**src/hdl/pfm_pkg.sv**
```systemverilog
// Overview of operation
// - pulse width: count falling edges of measured input ANDed with source clock
// - pulse width: interrupt on window fall, or both edges if selected
// - without clear, counting resumes from last held value
// - counter wrap from all ones to zero sets overflow flag
// - overflow flag holds until counter clear
// - stop while measured input high interrupts; interrupt is a one-clock pulse, no pending latch
// - start with both edges and input high interrupts at once
// - input fall while source clock high adds one count
// - frequency mode counts input edges only while window gate high
// - frequency mode interrupts on gate fall, or both gate edges
// - frequency mode shows gate state in activity monitor
// - companion route bit only gates companion output onto shared pin
// - gate high period is (16 - high setting) scaled gate ticks
// - gate low period is (16 - low setting) same scaled ticks
// - internal gate alternates high and low periods set independently
// - internal gate synchronised to divider, may start one tick late
// - low setting written during low period applies from next low period
// - edge select 1: each gate fall adds one count
// - edge select 0: count falls of input ANDed with gate
// - gate source 00 secondary pin, 01 internal, 10 companion, 11 reserved
// - activity monitor 1 in high period, 0 otherwise; overflow monitor
package pfm_pkg;
   // ======================================
   // register offsets
   localparam logic [7:0] OFS_CTRL1 = 8'h00;
   localparam logic [7:0] OFS_CTRL2 = 8'h04;
   localparam logic [7:0] OFS_GATE = 8'h08;
   localparam logic [7:0] OFS_CAP = 8'h0C;
   localparam logic [7:0] OFS_STAT = 8'h10;
   // ======================================
   // field positions
   localparam int START_LSB = 0;
   localparam int MODE_LSB = 2;
   localparam int SRC_LSB = 4;
   localparam int CLR_BIT = 7;
   localparam int EDGE_BIT = 0;
   localparam int GSRC_LSB = 1;
   localparam int GIRQ_BIT = 3;
   localparam int GCLK_LSB = 4;
   localparam int ROUTE_BIT = 6;
   localparam int HIGH_LSB = 0;
   localparam int LOW_LSB = 4;
   localparam int OVF_BIT = 0;
   localparam int GACT_BIT = 1;
   // ======================================
   // reset values and codes
   localparam logic [6:0] CTRL1_RST = 7'h00;
   localparam logic [6:0] CTRL2_RST = 7'h00;
   localparam logic [7:0] GATE_RST = 8'h00;
   localparam logic [1:0] START_STOP = 2'h0;
   localparam logic [1:0] START_RUN = 2'h2;
   localparam logic [1:0] MODE_PW = 2'h2;
   localparam logic [1:0] MODE_FM = 2'h3;
   localparam logic [1:0] GSRC_PIN = 2'h0;
   localparam logic [1:0] GSRC_INT = 2'h1;
   localparam logic [1:0] GSRC_COMP = 2'h2;
   localparam int GFAST_BASE = 12;
   localparam int GSLOW_BASE = 4;
   localparam logic [3:0] PER_LAST = 4'hF;
   typedef enum logic [2:0] {
      G_IDLE = 3'b001,
      G_HIGH = 3'b010,
      G_LOW = 3'b100
   } pfm_gate_type;
endpackage

```
**src/hdl/pfm_counter.sv**
```systemverilog
`timescale 1ns/1ps
module pfm_counter import pfm_pkg::*; #(
   parameter int CNT_W = 18,
   parameter int DIV_W = 15,
   parameter int LF_W = 7
) (
   input wire logic clk_i,
   input wire logic nrst_i,
   input wire logic [7:0] addr_i,
   input wire logic [31:0] wdata_i,
   input wire logic wr_i,
   input wire logic rd_i,
   input wire logic measured_input_pin_i,
   input wire logic secondary_gate_input_pin_i,
   input wire logic companion_timer_output_i,
   input wire logic lf_tick_i,
   input wire logic slow_mode_i,
   output logic [31:0] rdata_o,
   output logic timer_interrupt_o,
   output logic shared_port_pin_o,
   output logic shared_port_pin_en_o
);
   // ======================================
   // register file
   logic [6:0] ctrl1_q, ctrl1_d;
   logic [6:0] ctrl2_q, ctrl2_d;
   logic [7:0] gate_q, gate_d;
   logic [31:0] rdata_d;
   logic clr;
   logic [CNT_W-1:0] cnt_q, cnt_d;
   logic ovf_q, ovf_d;
   logic gact;

   logic [1:0] start_f, mode_f, gsrc, gclk;
   logic [2:0] ssel;
   logic edge_sel, girq_both, route_blk, run;
   assign start_f = ctrl1_q[START_LSB +: 2];
   assign mode_f = ctrl1_q[MODE_LSB +: 2];
   assign ssel = ctrl1_q[SRC_LSB +: 3];
   assign edge_sel = ctrl2_q[EDGE_BIT];
   assign gsrc = ctrl2_q[GSRC_LSB +: 2];
   assign girq_both = ctrl2_q[GIRQ_BIT];
   assign gclk = ctrl2_q[GCLK_LSB +: 2];
   assign route_blk = ctrl2_q[ROUTE_BIT];
   assign run = (start_f != START_STOP);

   always_comb begin
      ctrl1_d = ctrl1_q;
      ctrl2_d = ctrl2_q;
      gate_d = gate_q;
      clr = 1'b0;
      rdata_d = 32'h0000_0000;
      if (wr_i) begin
         unique case (addr_i)
            OFS_CTRL1: begin
               // clear is a strobe, not stored
               ctrl1_d = wdata_i[6:0];
               clr = wdata_i[CLR_BIT];
            end
            OFS_CTRL2: ctrl2_d = wdata_i[6:0];
            OFS_GATE: gate_d = wdata_i[7:0];
            default: ;
         endcase
      end
      if (rd_i) begin
         unique case (addr_i)
            OFS_CTRL1: rdata_d = {25'h0, ctrl1_q};
            OFS_CTRL2: rdata_d = {25'h0, ctrl2_q};
            OFS_GATE: rdata_d = {24'h0, gate_q};
            OFS_CAP: rdata_d = 32'(cnt_q);
            OFS_STAT: rdata_d = {30'h0, gact, ovf_q};
            default: rdata_d = 32'h0000_0000;
         endcase
      end
   end

   always_ff @(posedge clk_i or negedge nrst_i) begin
      if (!nrst_i) begin
         ctrl1_q <= CTRL1_RST;
         ctrl2_q <= CTRL2_RST;
         gate_q <= GATE_RST;
         rdata_o <= 32'h0000_0000;
      end else begin
         ctrl1_q <= ctrl1_d;
         ctrl2_q <= ctrl2_d;
         gate_q <= gate_d;
         rdata_o <= rdata_d;
      end
   end

   // ======================================
   // prescaler and gate tick
   logic [DIV_W-1:0] div_q, div_d, fmask;
   logic [LF_W-1:0] lf_q, lf_d, smask;
   logic gtick, src_lvl;

   always_comb begin
      div_d = div_q + DIV_W'(1);
      lf_d = lf_tick_i ? lf_q + LF_W'(1) : lf_q;
      fmask = ~({DIV_W{1'b1}} << (GFAST_BASE + int'(gclk)));
      smask = ~({LF_W{1'b1}} << (GSLOW_BASE + int'(gclk)));
      // ticks come off the free divider, so a start waits for the next one
      if (slow_mode_i) begin
         gtick = lf_tick_i && ((lf_q & smask) == smask);
      end else begin
         gtick = ((div_q & fmask) == fmask);
      end
      src_lvl = div_q[ssel];
   end

   always_ff @(posedge clk_i or negedge nrst_i) begin
      if (!nrst_i) begin
         div_q <= '0;
         lf_q <= '0;
      end else begin
         div_q <= div_d;
         lf_q <= lf_d;
      end
   end

   // ======================================
   // internal window gate
   pfm_gate_type gst_q, gst_d;
   logic [3:0] per_q, per_d;
   logic gen_en;
   assign gen_en = run && (mode_f == MODE_FM) && (gsrc == GSRC_INT);

   always_comb begin
      gst_d = gst_q;
      per_d = per_q;
      if (!gen_en) begin
         gst_d = G_IDLE;
      end else if (gtick) begin
         unique case (gst_q)
            G_IDLE: begin
               gst_d = G_HIGH;
               per_d = gate_q[HIGH_LSB +: 4];
            end
            G_HIGH: begin
               if (per_q == PER_LAST) begin
                  // low length sampled only here: later writes wait a period
                  gst_d = G_LOW;
                  per_d = gate_q[LOW_LSB +: 4];
               end else begin
                  per_d = per_q + 4'h1;
               end
            end
            G_LOW: begin
               if (per_q == PER_LAST) begin
                  gst_d = G_HIGH;
                  per_d = gate_q[HIGH_LSB +: 4];
               end else begin
                  per_d = per_q + 4'h1;
               end
            end
         endcase
      end
   end

   always_ff @(posedge clk_i or negedge nrst_i) begin
      if (!nrst_i) begin
         gst_q <= G_IDLE;
         per_q <= 4'h0;
      end else begin
         gst_q <= gst_d;
         per_q <= per_d;
      end
   end

   // ======================================
   // measurement counter
   logic win, win_q, andp, andp_q, gate, gate_q2, andf, andf_q, meas_q;
   logic inc, irq_d, irq_q, pin_d, pin_q, pen_d, pen_q;
   logic pw_fall, fm_inc;

   always_comb begin
      unique case (gsrc)
         GSRC_PIN: gate = secondary_gate_input_pin_i;
         GSRC_INT: gate = (gst_q == G_HIGH);
         GSRC_COMP: gate = companion_timer_output_i;
         default: gate = 1'b0;
      endcase
      gate = gate && run && (mode_f == MODE_FM);
      win = measured_input_pin_i && run && (mode_f == MODE_PW);
      andp = win && src_lvl;
      andf = measured_input_pin_i && gate;
      pw_fall = andp_q && !andp;
      if (edge_sel) begin
         fm_inc = (gate && (measured_input_pin_i != meas_q)) || (gate_q2 && !gate);
      end else begin
         fm_inc = andf_q && !andf;
      end
      inc = (mode_f == MODE_PW) ? pw_fall : ((mode_f == MODE_FM) && fm_inc);
      // a stop while high is a window fall too, hence the stop interrupt
      irq_d = 1'b0;
      if (mode_f == MODE_PW) begin
         irq_d = (win_q && !win) || (girq_both && win && !win_q);
      end else if (mode_f == MODE_FM) begin
         irq_d = (gate_q2 && !gate) || (girq_both && gate && !gate_q2);
      end
      gact = (mode_f == MODE_FM) && gate;
      cnt_d = cnt_q;
      ovf_d = ovf_q && !clr;
      if (clr) begin
         cnt_d = '0;
      end else if (inc) begin
         cnt_d = cnt_q + CNT_W'(1);
      end
      if (inc && (&cnt_q)) begin
         ovf_d = 1'b1;
      end
      pin_d = companion_timer_output_i && !route_blk;
      pen_d = !route_blk;
   end

   always_ff @(posedge clk_i or negedge nrst_i) begin
      if (!nrst_i) begin
         win_q <= 1'b0;
         andp_q <= 1'b0;
         gate_q2 <= 1'b0;
         andf_q <= 1'b0;
         meas_q <= 1'b0;
         cnt_q <= '0;
         ovf_q <= 1'b0;
         irq_q <= 1'b0;
         pin_q <= 1'b0;
         pen_q <= 1'b0;
      end else begin
         win_q <= win;
         andp_q <= andp;
         gate_q2 <= gate;
         andf_q <= andf;
         meas_q <= measured_input_pin_i;
         cnt_q <= cnt_d;
         ovf_q <= ovf_d;
         irq_q <= irq_d;
         pin_q <= pin_d;
         pen_q <= pen_d;
      end
   end

   assign timer_interrupt_o = irq_q;
   assign shared_port_pin_o = pin_q;
   assign shared_port_pin_en_o = pen_q;
endmodule

```
**config.mk**
```make
export PLATFORM = sky130hd
export DESIGN_NAME = pfm_counter
export DESIGN_NICKNAME = d
export VERILOG_FILES = /design/src/hdl/pfm_pkg.sv /design/src/hdl/pfm_counter.sv
export SDC_FILE = /design/constraint.sdc
export NUM_CORES = 1
export LEC_CHECK = 0
export ABC_AREA = 1
export BUFFER_PORTS_ARGS = -buffer_cell sky130_fd_sc_hd__buf_2
export CAP_MARGIN = 40
export CORE_MARGIN = 5
export CORE_UTILIZATION = 30
export CTS_CLUSTER_DIAMETER = 60
export CTS_CLUSTER_SIZE = 30
export DETAILED_ROUTE_END_ITERATION = 10
export PLACE_DENSITY = 0.45
export SYNTH_ARGS = -nofsm -noshare
export SYNTH_HDL_FRONTEND = slang
export SYNTH_SLANG_ARGS = --single-unit
```
**constraint.sdc**
```tcl
create_clock -name clk_i -period 2.8 [get_ports clk_i]
set_input_delay 0.42 -clock clk_i [delete_from_list [all_inputs] [get_ports clk_i]]
set_output_delay 0.42 -clock clk_i [all_outputs]
set_load 0.03 [all_outputs]
```
## Word level (Yosys, flattened, before mapping)

Cells that the tools add are included.

- Flip-flop bits (word level): 110
- Input port bits: 49
- Word-level logic and storage cells: 116

- Add/sub/neg operators: 6
- Magnitude comparators: 1
- Equality and inequality tests: 18
- Shifts and indexed selects: 2
- Muxes and demuxes: 23
- Bitwise logic cells: 4
- Reduce and logical (&&, ||, !) cells: 44

Operator list:

| operator | number |
|---|---|
| 18-bit case mux with 5 select lines | 1 |
| 18-bit two-way mux | 3 |
| 1-bit logical AND | 23 |
| 18-bit by 1-bit adder with 18-bit output, second input constant | 1 |
| 18-bit AND reduction | 1 |
| 8-bit by 4-bit == test with 1-bit output, second input constant | 2 |
| 15-bit by 1-bit adder with 15-bit output, second input constant | 1 |
| 15-bit AND | 1 |
| 15-bit == test | 1 |
| 15-bit NOT | 1 |
| 15-bit by 5-bit left shift with 15-bit output, first input constant | 1 |
| 3-bit two-way mux | 4 |
| 4-bit case mux with 3 select lines | 1 |
| 1-bit two-way mux | 9 |
| 3-bit case mux with 3 select lines | 1 |
| 8-bit by 3-bit == test with 1-bit output, second input constant | 1 |
| 8-bit by 5-bit == test with 1-bit output, second input constant | 1 |
| 1-bit logical NOT | 8 |
| 8-bit logical NOT | 1 |
| 4-bit two-way mux | 2 |
| 2-bit AND reduction | 4 |
| 7-bit by 1-bit adder with 7-bit output, second input constant | 1 |
| 7-bit AND | 1 |
| 7-bit == test | 1 |
| other kinds (21) | 27 |

## Depth between registers and ports, before layout

Gate-level depths: netlist (run 1).

- Word-level depth: 12
- Gate-level depth with buffers: 12
- Gate-level depth less buffers: 11

## Worst setup path before layout (run 1)

Ideal clock, no wire load.

- Path kind: input port to flip-flop
- From: input port addr_i[7]
- To: register cnt_q[13]
- Library setup time: 0.117 ns
- Arrival: 1.455 ns
- Required time: 2.683 ns
- Setup slack: 1.227 ns
- Stages on the path: 9
- Path buffers: 1
- Path through: nor2_1 > nand2_1 > nor2_4 > nand3_1 > nor3_1 > inv_2 > buf_2 > nand3_1 > nand2_1

- Cells in the longest elaborated chain, start to end: 4

RTL lines:

| element | RTL line | source |
|---|---|---|
| from (decl) | pfm_counter.sv:9 | `input wire logic [7:0] addr_i,` |
| 8-bit logical NOT * | pfm_counter.sv:54 | `unique case (addr_i)` |
| 1-bit two-way mux * | pfm_counter.sv:54 |  |
| 1-bit two-way mux * | pfm_counter.sv:53 | `if (wr_i) begin` |
| 18-bit two-way mux / 2-bit nonzero test (equally long branches) | - |  |
| to (signal assigned) | pfm_counter.sv:234 | `cnt_q <= cnt_d;` |
| to (decl) | pfm_counter.sv:30 | `logic [CNT_W-1:0] cnt_q, cnt_d;` |

Mark *: on every way between the ends. The rest lies on a longest branch, timed or not.
A chain may end at the register's enable or synchronous reset.

## Worst setup path after layout (run 1)

- From: register gst_q[2]
- To: register cnt_q[4]

- Cells in the longest elaborated chain, start to end: 11

RTL lines:

| element | RTL line | source |
|---|---|---|
| from (decl) | pfm_counter.sv:123 | `pfm_gate_type gst_q, gst_d;` |
| from (signal assigned) | pfm_counter.sv:165 | `gst_q <= gst_d;` |
| 3-bit by 2-bit == test with 1-bit output * | pfm_counter.sv:179 | `GSRC_INT: gate = (gst_q == G_HIGH);` |
| 1-bit case mux with 3 select lines * | pfm_counter.sv:177 | `unique case (gsrc)` |
| 1-bit logical AND * (2 in series) | pfm_counter.sv:183 | `gate = gate && run && (mode_f == MODE_FM);` |
| 1-bit logical AND / 1-bit logical NOT (equally long branches) | pfm_counter.sv:186, pfm_counter.sv:189 |  |
| 1-bit logical NOT / 1-bit logical AND (equally long branches) | pfm_counter.sv:191, pfm_counter.sv:189 |  |
| 1-bit logical AND / 1-bit logical OR (equally long branches) | pfm_counter.sv:191, pfm_counter.sv:189 |  |
| 1-bit two-way mux * | pfm_counter.sv:188 | `if (edge_sel) begin` |
| 1-bit logical AND * | pfm_counter.sv:193 | `inc = (mode_f == MODE_PW) ? pw_fall : ((mode_f == MODE_FM) && fm_inc);` |
| 1-bit two-way mux * | pfm_counter.sv:193 |  |
| 2-bit nonzero test (no source line) * | - |  |

Marked as above.

==> metrics.csv, run 1 <==
metric,value,unit
status,finished clean,
reg2reg_from,gst_q[2],
cts_setup_buffers,0,
ctsLongestPathBuffers,2,
critPathMaxFanout,19,
syn_inst,597,
synth_compound_area_share,8.72,%
numClockSinks,96,
fp.dieH,138,um
cts_buffers,9,
grt-ovfl-total,0,
viasPerCell,4.59,
required,3.08,ns
tns,0,ns
muxShareOfSynthArea,0,%
fin_skew,0.0110,ns
synth-seq-cells,96,
syn_avg_cell_area,8.27,sq um
max_cap_violations,0,
io_buffers,45,
final_nets,700,
setup_viol,0,
rows,46,
period_needed,2.01,ns
grt.total_usage,13.0,%
arrival,2.29,ns
postCtsHoldBufs,0,
gp_congestion,0.808,
yosysWarnings,0,
hold_path.class,input port to async pin,
io_pins,84,
drt-pass1-iter-count,5,
cp-startpoint,gst_q[2],
synth-xor-area-share,6.03,%
synthAdderAreaFrac,1.01,%
hpwl,9090,um
cts_tree,yes,
async_reset_ff_share,100,%
clk_pin_slew,0.07,ns
synth_edf_count,0,
drive_gt1_share,12.7,%
setup.worst_path.class,flop to flop,
first_global_vias,3907,
vias,3980,
drcViolationCount,0,
worstSetupEndpointType,flop,
cp-start-kind,flop,
clock.fmax,497,MHz
mostFrequentLayoutCell,nand2_1,
yosysSeqAreaShare,48.7,%
ys_types,39,
hold_viol,0,
worst_pin_slew,0.708,ns
n_antenna_cell,0,
synthToLayoutAreaGrowth,14.8,%
dieArea,19100,sq um
die-width,138,um
antenna_found_initial,0,
slew_headroom,52.7,%
synth_area,4940,sq um
cts-root-buf,clkbuf_16,
core_area,16000,sq um
fin_util,35.4,%
routed_wl,12200,um
post_cts_resized,0,
rsz0062_at_grt,false,
finalCritPeriodShare,71.8,%
htree_levels,3,
synth_simple_gate_area_share,24.9,%
wl_per_cell,14.1,um
grt_max_degree,54,
ant_nets,0,
final_max_slew_viol_count,0,
synthFlopType,dfrtp_1,
p_leak,2.85,nW
cellPowerDensity,572,nW/um^2
synth_top_family_by_area,simple AND/OR/NAND/NOR gates,
grt_pass1_wl,20400,um
layout_common_cells,"nand2_1 (117), dfrtp_1 (95), inv_1 (91), nand3_1 (55), buf_2 (44)",
initial_core_util,30.8,%
clk_latency,0.35,ns
drt_first_iter_violations,250,
irDropWorstVdd,0.343,mV
-- kinds of logic (layout without fill, tap and decap cells) --
family,Yosys count,count (layout)
and+or+nand+nor,266,266
buffers and inverters,119,161
DFF,96,96
AOI/OAI and AO/OA,77,77
xor gates and xnor gates,34,34
adders and majority gates,4,4
other,1,14
-- metrics by stage --
stage / setup WS (ns) / total power, mW / hold slack, ns / instances / area [sq um]
finish: 0.789 / 3.24 / 0.120 / 868 / 5660
global route: 0.520 / 3.42 / 0.175 / 868 / 5660
detailed placement: 0.581 / 1.98 / 0.472 / 852 / 5360
CTS: 0.742 / 3.29 / 0.142 / 868 / 5660
floorplan: 1.23 / 1.86 / 0.124 / 610 / 4980
global placement: 0.622 / 1.97 / 0.460 / 852 / 5360
-- final cells by class --
| cell class | count | area (sq um) |
|---|---|---|
| multi-input cells | 395 | 2060 |
| inverters | 95 | 358 |
| clock buffers | 11 | 243 |
| fillers | 1728 | 10300 |
| flip-flops and latches | 96 | 2400 |
| repair buffers | 50 | 265 |
| clock inverters | 5 | 63.8 |
| well taps | 216 | 270 |
-- synth_stat cells, types with 2 or more instances --
master,number,share of area (%)
o21ai_0,37,3.8
nor4_1,3,0.38
ha_1,4,1.0
nand3_1,55,5.6
clkbuf_1,3,0.23
buf_2,4,0.41
buf_4,15,2.3
nor3_1,19,1.9
nand2_1,117,8.9
xnor2_1,5,0.89
nor2_4,2,0.46
xor2_1,29,5.1
a21oi_1,21,2.1
nand4_1,21,2.7
a211oi_1,2,0.30
nor2_2,4,0.51
nor2_1,36,2.7
inv_1,91,6.9
dfrtp_1,95,48
o211ai_1,3,0.46
o22ai_1,8,1.0
inv_2,3,0.23
nor3b_1,3,0.46
nor3_2,2,0.41
-- critical path: stages (launching register included) --
cell,delay [ns]
dfrtp_1,0.44
nor3_2,0.35
nand3_1,0.13
nand3_1,0.13
nand2_1,0.06
nand2_1,0.09
nand3_4,0.25
nand2_4,0.30
nand3_1,0.11
nand2_1,0.08
-- routing by layer --
metal	part of all wire (%)	track usage, %
met5	0	0
met4	2.4	5.36
met3	3.6	2.62
met2	44	20.3
met1	49	17.7
-- where the power goes --
group | leakage, nW | switching [mW] | internal, mW
logic | 1.44 | 0.250 | 0.126
clock network | 0.152 | 0.563 | 0.728
registers | 1.26 | 0.0916 | 1.48
total | 2.85 | 0.905 | 2.34
-- state kept, by name (all words and copies together), names as in the netlist, 3 cells and up --
name / flops
per_q: 4
div_q: 15
cnt_q: 18
ctrl1_q: 7
rdata_o: 18
ctrl2_q: 7
lf_q: 7
gate_q: 8
gst_q: 3
-- path summary, 6_finish.rpt --
kind	cells past startpoint	slack, ns	endpoint
min in group clk_i	1	0.24	meas_q
worst min-delay path	1	0.12	rdata_o[4]
worst min register to register	1	0.48	shared_port_pin_o
worst max register to register	9	0.79	cnt_q[4]
max in group asynchronous	2	1.87	lf_q[4]
worst max-delay path	9	0.79	cnt_q[4]
Power figures use the tool's default switching activity.
==> run 2: changes to the inputs <==
- clock period: 2.8 -> 2 ns (I/O delays scaled with it)
==> run 2 against run 1 <==
Sequential power up 39%. Largest power group unchanged. Final cell count up 1.3%. Setup slack worse by 0.56 ns. Register-to-register slack worse by 0.56 ns. Utilization is 0.58 points higher. Via count grew 2.1%. Highest routed layer unchanged.
==> metrics.csv, run 2 (synthesized netlist as in run 1, its figures left out) <==
metric,value,unit
final_max_slew_viol_count,0,
drt_first_iter_violations,257,
required,2.23,ns
clk_latency,0.35,ns
setup_viol,0,
cpMaxStageDelayCell,dfrtp_1,
path_buf_inv,0,
fin_util,36.0,%
arrival,2.00,ns
numClockSinks,96,
cellPowerDensity,790,nW/um^2
fin_skew,0.00874,ns
grt-ovfl-total,0,
drcViolationCount,0,
htree_levels,3,
drive_gt1_share,14.0,%
vias,4064,
routed_wl,12200,um
path_delay_family,simple AND/OR/NAND/NOR gates,
tns,0,ns
hpwl,9250,um
antenna_found_initial,0,
reg2reg_slack,0.23,ns
layout_common_cells,"nand2_1 (116), dfrtp_1 (95), inv_1 (91), nand3_1 (55), buf_2 (44)",
grt_pass1_wl,20700,um
fillers,1746,
worstPathCellList,"ha_1, nand2_1, nor2_1, nand3_1, nor2_1, nand2_1, nand2_2, nand2_2, nand2_1, o21ai_0",
fp.dieH,138,um
io_buffers,45,
gp_congestion,0.873,
rsz0062_at_grt,false,
mostFrequentLayoutCell,nand2_1,
status,finished clean,
rows,46,
wl_per_cell,13.9,um
grt_max_degree,54,
ant_nets,0,
max_stage_delay,0.41,ns
irDropWorstVdd,0.448,mV
grt.total_usage,13.2,%
hold_path.class,input port to flop,
max_cap_violations,0,
period_needed,1.77,ns
hold_viol,0,
hold_ws,0.120,ns
synthToLayoutAreaGrowth,16.6,%
cts_buffers,9,
cp-start-kind,flop,
first_global_vias,4003,
dieArea,19100,sq um
setup.worst_path.class,flop to flop,
clock.fmax,564,MHz
initial_core_util,30.8,%
final_nets,711,
worstSetupEndpointType,flop,
cts-root-buf,clkbuf_16,
clk_pin_slew,0.07,ns
die-width,138,um
p_leak,2.90,nW
core_area,16000,sq um
io_pins,84,
cts_tree,yes,
drt-pass1-iter-count,5,
n_antenna_cell,0,
ctsLongestPathBuffers,2,
viasPerCell,4.62,
finalPower,4.55,mW
largestRegisters,"cnt_q x18, rdata_o x18, div_q x15",
critPathMaxFanout,8,
critPathMostFrequentCell,nand2_1,
finalCritPeriodShare,88.7,%
[run 2: cell type report]
class | count | area (sq um) | share of cell area [%]
sequential | 96 | 2400 | 41.8
multi-input combinational | 395 | 2060 | 35.8
timing repair buffer | 61 | 363 | 6.30
inverter | 95 | 358 | 6.22
tap | 216 | 270 | 4.69
clock buffer | 11 | 233 | 4.04
clock inverter | 5 | 66.3 | 1.15
[run 2: repair_timing]
| action | 4_1_cts | 5_1_grt |
|---|---|---|
| hold endpoints to repair | 21 | 0 |
| buffers inserted | 0 | 0 |
| endpoints found under the setup margin | 0 | 2 |
| resized for setup | 0 | 1 |
| hold buffers | 1 | 0 |
[run 2: metrics by stage]
step	instance area [sq um]	setup WS, ns	instances
floorplan	4980	0.432	610
global placement	5450	0.210	862
detailed placement	5450	0.190	862
CTS	5750	0.169	879
global route	5760	0.0551	879
finish	5760	0.227	879
[run 2: power by group]
part           internal (mW)  switching, mW
combinational          0.201          0.376
sequential              2.08          0.113
clock                  0.985          0.796
[run 2: layer usage]
layer | wire, um | global-route usage [%]
met1 | 6000 | 18.1
met2 | 5490 | 20.3
met3 | 522 | 3.07
met4 | 233 | 5.20
met5 | 0 | 0
[run 2: path summary, 6_finish.rpt]
| path | start | to | cells after the start |
|---|---|---|---|
| hold / removal | measured_input_pin_i | meas_q | 1 |
| max in group asynchronous | nrst_i | gst_q[0] | 3 |
| min in group asynchronous | nrst_i | div_q[10] | 2 |
| setup / recovery | div_q[1] | per_q[2] | 10 |
| setup reg to reg | div_q[1] | per_q[2] | 10 |
| hold reg to reg | div_q[14] | div_q[14] | 1 |
